===== src/rtl/pcw_defs.svh =====
// Constants of the potentiometer control and wiper code block.
// Assumes inclusion by the package and design files by bare name.
`ifndef PCW_DEFS_SVH
`define PCW_DEFS_SVH
`define PCW_CMD_NOP       4'h0
`define PCW_CMD_WR_WIPER  4'h1
`define PCW_CMD_RD_WIPER  4'h2
`define PCW_CMD_SW_RESET  4'h4
`define PCW_CMD_WR_CONFIG 4'h6
`define PCW_CMD_RD_CONFIG 4'h7
`define PCW_CMD_SHUTDOWN  4'h8
`define PCW_CAL_POS       2
`define PCW_UNLOCK_POS    1
`define PCW_SHDN_POS      0
`define PCW_CAL_RST       1'b0
`define PCW_UNLOCK_RST    1'b0
`define PCW_WIPER_MID     10'h200
`define PCW_FRAME_BITS    16
`endif


===== src/rtl/pcw_pkg.sv =====
// Types shared by the potentiometer control block, its host model and its bench.
// Assumes pcw_defs.svh is on the include path.
`include "pcw_defs.svh"
package pcw_pkg;
    typedef struct packed {
        logic       valid;
        logic [3:0] cmd;
        logic [9:0] data;
    } pcw_frame_t;
    typedef struct packed {
        logic cal_select;
        logic wiper_write_unlock;
    } pcw_config_t;
endpackage


===== src/rtl/pcw_tap_decode.sv =====
// One-hot tap decoder for the wiper code.
// Assumes a stable registered code at its input.
module pcw_tap_decode #(
    parameter int CODE_W = 10
) (
    // Code in.
    input  wire logic [CODE_W-1:0]      code,
    // One tap select per position, bit 0 at the B end.
    output logic      [(1<<CODE_W)-1:0] tap_sel
);
    always_comb
    begin
        tap_sel       = '0;
        tap_sel[code] = 1'b1;
    end
endmodule // pcw_tap_decode


===== src/rtl/pcw_ctrl.sv =====
// Control register, wiper code register and frame readback.
// Assumes decoded command frames arrive as one-cycle valid pulses
// and that the reset pin has been synchronised to clk.
//
// What this block does
// - Config data keeps calibration select at D2 and unlock at D1.
// - Calibration select resets to 0 and 1 selects normal mode.
// - Unlock resets to 0 blocking wiper writes and 1 allows them.
// - The 10-bit wiper code selects exactly one of 1024 taps.
// - Code D selects the tap D steps from the B end.
// - Command 0110 writes the config from D2 and D1.
// - Wiper writes are ignored while locked; only resets recentre.
// - Software reset or a reset pin rise loads midscale and config defaults; shutdown keeps its state.
// - Command 0111 returns the config in the next frame.
`include "pcw_defs.svh"
module pcw_ctrl #(
    parameter int CODE_W = 10,
    parameter int TAPS   = 1024
) (
    // Clock and reset.
    input  wire logic                    clk,
    input  wire logic                    rst_b,
    // Command frames and the reset pin.
    input  wire pcw_pkg::pcw_frame_t     frame_in,
    input  wire logic                    reset_pin,
    // Readback word for the next frame.
    output logic [`PCW_FRAME_BITS-1:0]   serial_readback_out,
    // State seen by the analog side.
    output pcw_pkg::pcw_config_t         config_out,
    output logic                         shutdown_out,
    output logic [CODE_W-1:0]            wiper_code_out,
    output logic [TAPS-1:0]              tap_sel
);
    import pcw_pkg::*;

    if (CODE_W != 10 || TAPS != (1 << CODE_W))
    begin : g_bad_params
        $error("pcw_ctrl: CODE_W must be 10 and TAPS 2**CODE_W");
    end

    ////////////////////////////////////////////////////////////////////
    pcw_config_t       pot_config_reg;
    logic [9:0]        wiper_code_reg;
    logic              shutdown_reg;
    logic              reset_pin_reg;
    logic [15:0]       readback_reg;
    logic              pin_rise;
    logic              sw_reset;

    function automatic logic is_cmd(pcw_frame_t f, logic [3:0] c);
        return f.valid && f.cmd == c;
    endfunction

    assign pin_rise = reset_pin && !reset_pin_reg;
    assign sw_reset = frame_in.valid && frame_in.cmd == `PCW_CMD_SW_RESET;

    always_ff @(posedge clk)
    begin
        reset_pin_reg <= reset_pin;
    end

    ////////////////////////////////////////////////////////////////////
    always_ff @(posedge clk)
    begin
        if (!rst_b || pin_rise || sw_reset)
        begin
            pot_config_reg.cal_select         <= `PCW_CAL_RST;
            pot_config_reg.wiper_write_unlock <= `PCW_UNLOCK_RST;
        end
        else if (frame_in.valid && frame_in.cmd == `PCW_CMD_WR_CONFIG)
        begin
            pot_config_reg.cal_select <=
                frame_in.data[`PCW_CAL_POS];
            pot_config_reg.wiper_write_unlock <=
                frame_in.data[`PCW_UNLOCK_POS];
        end
    end

    always_ff @(posedge clk)
    begin
        if (!rst_b || pin_rise || sw_reset)
            wiper_code_reg <= `PCW_WIPER_MID;
        else if (frame_in.valid && frame_in.cmd == `PCW_CMD_WR_WIPER
                 && pot_config_reg.wiper_write_unlock)
            wiper_code_reg <= frame_in.data;
    end

    always_ff @(posedge clk)
    begin
        if (!rst_b)
            shutdown_reg <= 1'b0;
        else if (frame_in.valid && frame_in.cmd == `PCW_CMD_SHUTDOWN)
            shutdown_reg <= frame_in.data[`PCW_SHDN_POS];
    end

    ////////////////////////////////////////////////////////////////////
    // Each frame loads what the next frame shifts out: an echo of
    // itself, or the requested register.
    always_ff @(posedge clk)
    begin
        if (!rst_b)
            readback_reg <= 16'h0000;
        else if (frame_in.valid)
        begin
            unique case (frame_in.cmd)
                `PCW_CMD_RD_CONFIG:
                    readback_reg <= {6'h00, 7'h00,
                        pot_config_reg.cal_select,
                        pot_config_reg.wiper_write_unlock, 1'b0};
                `PCW_CMD_RD_WIPER:
                    readback_reg <= {6'h00, wiper_code_reg};
                default:
                    readback_reg <= {2'h0, frame_in.cmd, frame_in.data};
            endcase
        end
    end

    assign serial_readback_out = readback_reg;
    assign config_out          = pot_config_reg;
    assign shutdown_out        = shutdown_reg;
    assign wiper_code_out      = wiper_code_reg;

    pcw_tap_decode #(
        .CODE_W (CODE_W)
    ) u_dec (
        .code    (wiper_code_reg),
        .tap_sel (tap_sel)
    );

    ////////////////////////////////////////////////////////////////////
    AST_LOCKED_HOLD:
        assert property (@(posedge clk) disable iff (!rst_b)
            is_cmd(frame_in, `PCW_CMD_WR_WIPER)
            && !pot_config_reg.wiper_write_unlock && !pin_rise
            |=> $stable(wiper_code_reg))
        else $error("Locked wiper write changed the code.");

    AST_LOCKED_TAPS:
        assert property (@(posedge clk) disable iff (!rst_b)
            is_cmd(frame_in, `PCW_CMD_WR_WIPER)
            && !pot_config_reg.wiper_write_unlock && !$rose(reset_pin)
            |=> $stable(tap_sel))
        else $error("Locked wiper write moved the tap.");

    AST_UNLOCKED_WRITE:
        assert property (@(posedge clk) disable iff (!rst_b)
            is_cmd(frame_in, `PCW_CMD_WR_WIPER)
            && pot_config_reg.wiper_write_unlock && !pin_rise
            |=> wiper_code_reg == $past(frame_in.data))
        else $error("Unlocked wiper write was lost.");

    AST_CFG_WRITE:
        assert property (@(posedge clk) disable iff (!rst_b)
            is_cmd(frame_in, `PCW_CMD_WR_CONFIG) && !pin_rise
            |=> pot_config_reg.cal_select
                == $past(frame_in.data[`PCW_CAL_POS])
            && pot_config_reg.wiper_write_unlock
                == $past(frame_in.data[`PCW_UNLOCK_POS]))
        else $error("Config write took the wrong bits.");

    AST_SW_RESET:
        assert property (@(posedge clk) disable iff (!rst_b)
            is_cmd(frame_in, `PCW_CMD_SW_RESET)
            |=> wiper_code_reg == `PCW_WIPER_MID
            && pot_config_reg == {`PCW_CAL_RST, `PCW_UNLOCK_RST})
        else $error("Software reset did not restore defaults.");

    AST_PIN_RESET:
        assert property (@(posedge clk) disable iff (!rst_b)
            $rose(reset_pin)
            |=> wiper_code_reg == `PCW_WIPER_MID
            && pot_config_reg == {`PCW_CAL_RST, `PCW_UNLOCK_RST})
        else $error("Reset pin rise did not recentre the wiper.");

    AST_PIN_BEATS_WRITE:
        assert property (@(posedge clk) disable iff (!rst_b)
            $rose(reset_pin) && is_cmd(frame_in, `PCW_CMD_WR_WIPER)
            |=> wiper_code_reg == `PCW_WIPER_MID)
        else $error("Wiper write beat a reset pin rise.");

    AST_RESET_DEFAULT:
        assert property (@(posedge clk)
            !rst_b
            |=> pot_config_reg == {`PCW_CAL_RST, `PCW_UNLOCK_RST}
            && wiper_code_reg == `PCW_WIPER_MID)
        else $error("Reset defaults are wrong.");

    AST_WIPER_HOLD:
        assert property (@(posedge clk) disable iff (!rst_b)
            !is_cmd(frame_in, `PCW_CMD_WR_WIPER)
            && !is_cmd(frame_in, `PCW_CMD_SW_RESET) && !$rose(reset_pin)
            |=> $stable(wiper_code_reg))
        else $error("Wiper code moved without a write or reset.");

    AST_CFG_HOLD:
        assert property (@(posedge clk) disable iff (!rst_b)
            !is_cmd(frame_in, `PCW_CMD_WR_CONFIG)
            && !is_cmd(frame_in, `PCW_CMD_SW_RESET) && !$rose(reset_pin)
            |=> $stable(pot_config_reg))
        else $error("Config moved without a write or reset.");

    AST_CFG_READ:
        assert property (@(posedge clk) disable iff (!rst_b)
            is_cmd(frame_in, `PCW_CMD_RD_CONFIG)
            |=> serial_readback_out
                == {13'h0000, $past(pot_config_reg), 1'b0})
        else $error("Config readback is wrong.");

    AST_WIPER_READ:
        assert property (@(posedge clk) disable iff (!rst_b)
            is_cmd(frame_in, `PCW_CMD_RD_WIPER)
            |=> serial_readback_out
                == {6'h00, $past(wiper_code_reg)})
        else $error("Wiper readback is wrong.");

    AST_ECHO:
        assert property (@(posedge clk) disable iff (!rst_b)
            frame_in.valid && frame_in.cmd != `PCW_CMD_RD_CONFIG
            && frame_in.cmd != `PCW_CMD_RD_WIPER
            |=> serial_readback_out
                == {2'h0, $past(frame_in.cmd), $past(frame_in.data)})
        else $error("Frame echo is wrong.");

    AST_ONE_HOT:
        assert property (@(posedge clk) disable iff (!rst_b)
            $onehot(tap_sel) && tap_sel[wiper_code_reg])
        else $error("Tap select does not match the code.");
endmodule // pcw_ctrl


===== config.mk =====
export PLATFORM = sky130hd
export DESIGN_NAME = pcw_ctrl
export DESIGN_NICKNAME = d
export VERILOG_FILES = /design/src/rtl/pcw_pkg.sv /design/src/rtl/pcw_tap_decode.sv /design/src/rtl/pcw_ctrl.sv
export VERILOG_INCLUDE_DIRS = /design/src /design/src/rtl
export SDC_FILE = /design/constraint.sdc
export NUM_CORES = 1
export LEC_CHECK = 0
export BUFFER_PORTS_ARGS = -buffer_cell sky130_fd_sc_hd__buf_4
export CORE_AREA = 5 5 412 414
export CTS_BUF_LIST = sky130_fd_sc_hd__clkbuf_4
export CTS_CLUSTER_DIAMETER = 100
export CTS_CLUSTER_SIZE = 8
export DETAILED_ROUTE_END_ITERATION = 7
export DIE_AREA = 0 0 417 419
export HOLD_SLACK_MARGIN = 0.12
export PLACE_DENSITY = 0.3
export SLEW_MARGIN = 20
export SYNTH_ARGS = -nofsm -noshare
export SYNTH_HDL_FRONTEND = slang
export SYNTH_SLANG_ARGS = --single-unit

===== constraint.sdc =====
create_clock -name clk -period 2.1 [get_ports clk]
set_clock_uncertainty 0.05 [all_clocks]
set_input_delay 0.105 -clock clk [delete_from_list [all_inputs] [get_ports clk]]
set_output_delay 0.105 -clock clk [all_outputs]
set_load 0.03 [all_outputs]

Word level (Yosys, flattened, before mapping)
Cells that the tools add are included.
W data, S select, Z words.

cells by class
  reductions and logical operators = 11
  equal/unequal tests = 6
  multiplexer cells = 3
  $lt $le $gt $ge = 2

operator list
  kind                    number
  $pmux W14 S2            1
  $eq A4 B3 Y1 const B    3
  $lt A10 B11 Y1 const B  1
  $demux W1 S10           1
  $ge A10 B1 Y1 const B   1
  $logic_and A1 B1 Y1     7
  $eq A4 B1 Y1 const B    1
  $eq A4 B2 Y1 const B    1
  $eq A4 B4 Y1 const B    1
  $logic_not A1 Y1        2
  $logic_or A1 B1 Y1      2
  $mux W1                 1

storage, ports and cells
  word-level logic and storage cells = 28
  register bits = 30
  input bits = 18
  output and inout bits = 1,053

Depth between registers and ports, before layout
  depth after elaboration = 4
  gate-level depth with buffers = 5
  depth with buffers taken out = 3

Hierarchy
From an unflattened synthesis, not the netlist that was laid out.

unflattened totals
  cells, all modules = 1,650
  area total of the unflattened synthesis = 9,730.6 um2

modules (own cells, without submodules)
  module          instances  area an instance (um2)  cells an instance  seq. area each (um2)
  pcw_tap_decode  1          8,446.9                 1,498              0.0
  pcw_ctrl        1          1,283.7                 152                560.5

Least setup slack after synthesis
No wires, ideal clock.

  kind = flip-flop to output port
  start point = register wiper_code_reg[2], in the netlist wiper_code_out[2]
  end point = output port tap_sel[100]
  setup slack = 0.173 ns
  data required time = 1.945 ns
  data arrival time = 1.772 ns
  buffers on the path = 2
  stages on the path, launching flop included = 6
  path through = dfxtp_1 > buf_2 > nor3b_2 > nand2_1 > clkbuf_1 > nor2_1

on the way
  cells in the longest elaborated chain, start to end = 4
  elaborated cells on any way between the ends = 5
  classes of those cells = order compare: 2; mux: 2; reduce/logical: 1

ends and longest elaborated chain
  item                                                                   line                  text
  from (decl)                                                            pcw_ctrl.sv:43        logic [9:0] wiper_code_reg;
  from (signal assigned)                                                 pcw_ctrl.sv:82        wiper_code_reg <= `PCW_WIPER_MID;
  from (signal assigned)                                                 pcw_ctrl.sv:85        wiper_code_reg <= frame_in.data;
  $lt A10 B11 Y1 (implied by the code) or $ge A10 B1 Y1 (tied branches)  pcw_tap_decode.sv:14  tap_sel[code] = 1'b1;
  $logic_and A1 B1 Y1 (implied by the code)                              pcw_tap_decode.sv:14
  $mux W1 (implied by the code)                                          pcw_tap_decode.sv:14
  $demux W1 S10 (*)                                                      n/a
  to (decl)                                                              pcw_ctrl.sv:32        output logic [TAPS-1:0] tap_sel

Every way passes the cells marked *; elsewhere a longest branch is shown, timed or not.

Worst setup path after layout
  start point = register wiper_code_reg[2], in the netlist wiper_code_out[2]
  end point = output port tap_sel[226]

The elaborated chain is that of the path after synthesis.

==> run metrics <==
Mapped Cells=1468; Async S/R FF share, synth=0; GRT overflow=0; htree depth=1; number of library cell types mapped by synthesis=34; clock root buffer=clkbuf_4; vias per cell=3.15; period utilization=1.06; CP max stage delay=410 ps; chip width=417 um; Area contributors post-synth=nor2_1 (60%), buf_2 (9.0%), dfxtp_1 (8.7%), clkbuf_1 (5.5%), nand2_1 (4.3%); switching power=369 uW; Critical Path AT=2080 ps; max_cap viols=0; initial antenna violation count=15; R2R setup slack=340 ps; vias=15.2k; Clk pwr share=0.258; max-slew violation count=0; post-synthesis sequential area ratio=0.0870; Worst Setup Start Kind=flip-flop; area leader, netlist=nor2_1; CP Cell Sequence=buf_6, buf_6, nor3b_4, buf_6, nand2_4, buf_12, nor2_1, buf_4; leakage=0.00968 uW; Reg power frac=0.509; Syn. warnings=0; R2R Path Start=config_out[0]$_SDFFE_PP0P_; peak supply drop=0.000164 V; outcome=finished with violations; CP startpoint=wiper_code_out[2]$_SDFFE_PP0P_; DIE HEIGHT=around 420 um; most common cell in the netlist=nor2_1; drt first-iter violations=~1.2k; Total GRT Usage=0.133; clock latency on the worst-skew pair=390 ps; cell area power density=46.1 mW/mm^2; worst r2r path cells=5; Inserted Clock Buffers=3; Crit Path Max Fanout=20; Fillers=19.2k; final setup fails=393; vias in the first global route=14.2k; placed cells=4714; Seq cells post-synth=28; Routed Antenna Nets=0; logic gate share of total power=0.233; Crit path max-delay family=buffers and inverters; Top cell by count, worst path=buf_6; # rows=150; share of cells above drive strength 1=0.625; Nets=2628; Initial Util=0.0389; DRC viols=0; fmax=447 MHz; Port-buffer cells=1068; clk sinks=28; violated checks=setup timing; switch share=0.341; final hold violations=0; Post-synth EDFFs=0; max reg flops=14; global-route wire length before repair=155 mm; CTS clk-pin slew, worst paths=200 ps; die footprint=approximately 0.17 mm^2; Total Power=1080 uW; worst r2r dst=wiper_code_out[5]$_SDFFE_PP0P_; Synth top area share=0.599; WL per Instance=roughly 28 um; Buf/Inv on CP=5; CP Class=reg2out; worst setup path endpoint=tap_sel[226]; first-pass detailed-route iteration total=5; P_int=a little over 700 uW; slowest stage cell, crit path=dfxtp_4; Min-Delay Path Class=in2reg; Top FF cell, synth=dfxtp_1; DP HPWL=94.2 mm; largest net degree at the start of global routing=33; Worst setup EP type=primary output; IO Pins=1071; cell area after synthesis=~0.0064 mm^2; CTS tree=yes; core footprint=between 0.15 and 0.2 mm^2; final wirelength=133 mm; Hold Slack=170 ps; syn avg cell area=about 4.4 um^2; cell count along the critical path=8; Finished Layout Cells=4823; RSZ-0062 raised after global routing=true; clock period minus worst slack=2230 ps; final worst slack=-135 ps; Post-synth top cells=nor2_1 (1028), buf_2 (116), clkbuf_1 (94); Worst EP required=slightly below 2000 ps; Final GP Congestion=0.714; area grow syn2layout=264%; slew margin rel.=0.633; Worst Max-Slew Pin Slew=about 550 ps; Max Root-Sink Buffers=2
-- cell usage in the layout (no fill, tap or decap), types with 3 or more instances in the layout --
cell             n
and3b_2          6
nand2_1         16
inv_1            3
a21oi_1         15
nor2_2          52
nor2b_1          3
nand2_2         16
dlygate4sd3_1   22
buf_4          935
nand3_1         14
nand2_4         21
dfxtp_1         18
a31oi_1          8
nand2_8         21
buf_12         113
o211ai_1         3
dfxtp_4          8
clkbuf_16       12
nor3b_4          6
nand2b_1         5
buf_16          17
diode_2         10
buf_6          234
o21ai_0         32
nor2_1         821
clkbuf_4         3
nor2_4         155
buf_8           20
-- worst min-delay path by stage --
stage                       from                         end  slack (ps)  cells past startpoint
floorplan              reset_pin       reset_pin_reg$_DFF_P_          80                      0
global placement       reset_pin       reset_pin_reg$_DFF_P_         170                      1
detailed placement     reset_pin       reset_pin_reg$_DFF_P_         180                      1
CTS                 frame_in[13]  config_out[1]$_SDFFE_PP0P_         140                      4
global route        frame_in[13]  config_out[1]$_SDFFE_PP0P_         150                      4
finish              frame_in[13]  config_out[1]$_SDFFE_PP0P_         170                      4
-- worst min-delay path, stage by stage --
cell and delay, ps:
buf_4 120, nand3b_1 120, o21ai_0 90, a21oi_1 130
-- what timing repair did --
item	4_1_cts	5_1_grt
setup buffers	40	6
hold endpoints to repair	27	0
hold buffers	23	0
pin swaps	57	47
gates resized for setup	452	325
setup endpoints to repair	1024	1019
cloned	16	19
-- final cells by class --
| cell class | count | area [um^2] | area share |
|---|---|---|---|
| diodes | 10 | 25.0 | 0.00107 |
| clock buffers | 3 | 22.5 | 0.000959 |
| clock inverters | 1 | 3.75 | 0.000160 |
| inverters | 3 | 11.3 | 0.000480 |
| multi-input cells | 1219 | 6810 | 0.290 |
| flip-flops and latches | 28 | 593 | 0.0253 |
| well taps | 2204 | 2760 | 0.117 |
| repair buffers | 1355 | 13300 | 0.564 |
-- per-layer routing --
layer,vias up,track usage,wire length [um]
li1,6671,-,-
met1,7477,0.172,56100
met2,936,0.237,66800
met3,95,0.0137,7190
met4,0,0.0282,3120
met5,-,0,0
-- power groups by stage --
| stage | Clock [uW] | Combinational [uW] | Sequential (uW) |
|---|---|---|---|
| after floorplan | 0 | 80.5 | 608 |
| after global placement | 0 | 226 | 573 |
| after detailed placement | 0 | 225 | 573 |
| after CTS | 318 | 264 | 552 |
| after global routing | 331 | 274 | 554 |
| final | 280 | 253 | 551 |
-- through the flow --
step | instance area, um^2 | util | setup TNS [ps] | setup slack, ps
floorplan | 6450 | - | 0 | 173
global placement | 19100 | 0.115 | -3360 | -121
detailed placement | 19100 | 0.115 | -3310 | -98.9
CTS | 21900 | 0.132 | -37580 | -144
global route | 23500 | 0.141 | -105450 | -229
finish | 23500 | 0.141 | -12220 | -135
-- cells by family (layout without fill, tap and decap cells) --
kind of cell           count (synthesis)  after routing  synth area share
other                                  1             12          0.000582
AO/OA/AOI/OAI                         62             62            0.0532
XOR/XNOR                               1              1           0.00136
AND/OR/NAND/NOR                     1153           1153             0.703
flip-flops                            28             28            0.0870
buffers and inverters                222           1362             0.154
multiplexers                           1              1           0.00155
Note: power is estimated with default switching activity, not from simulation.
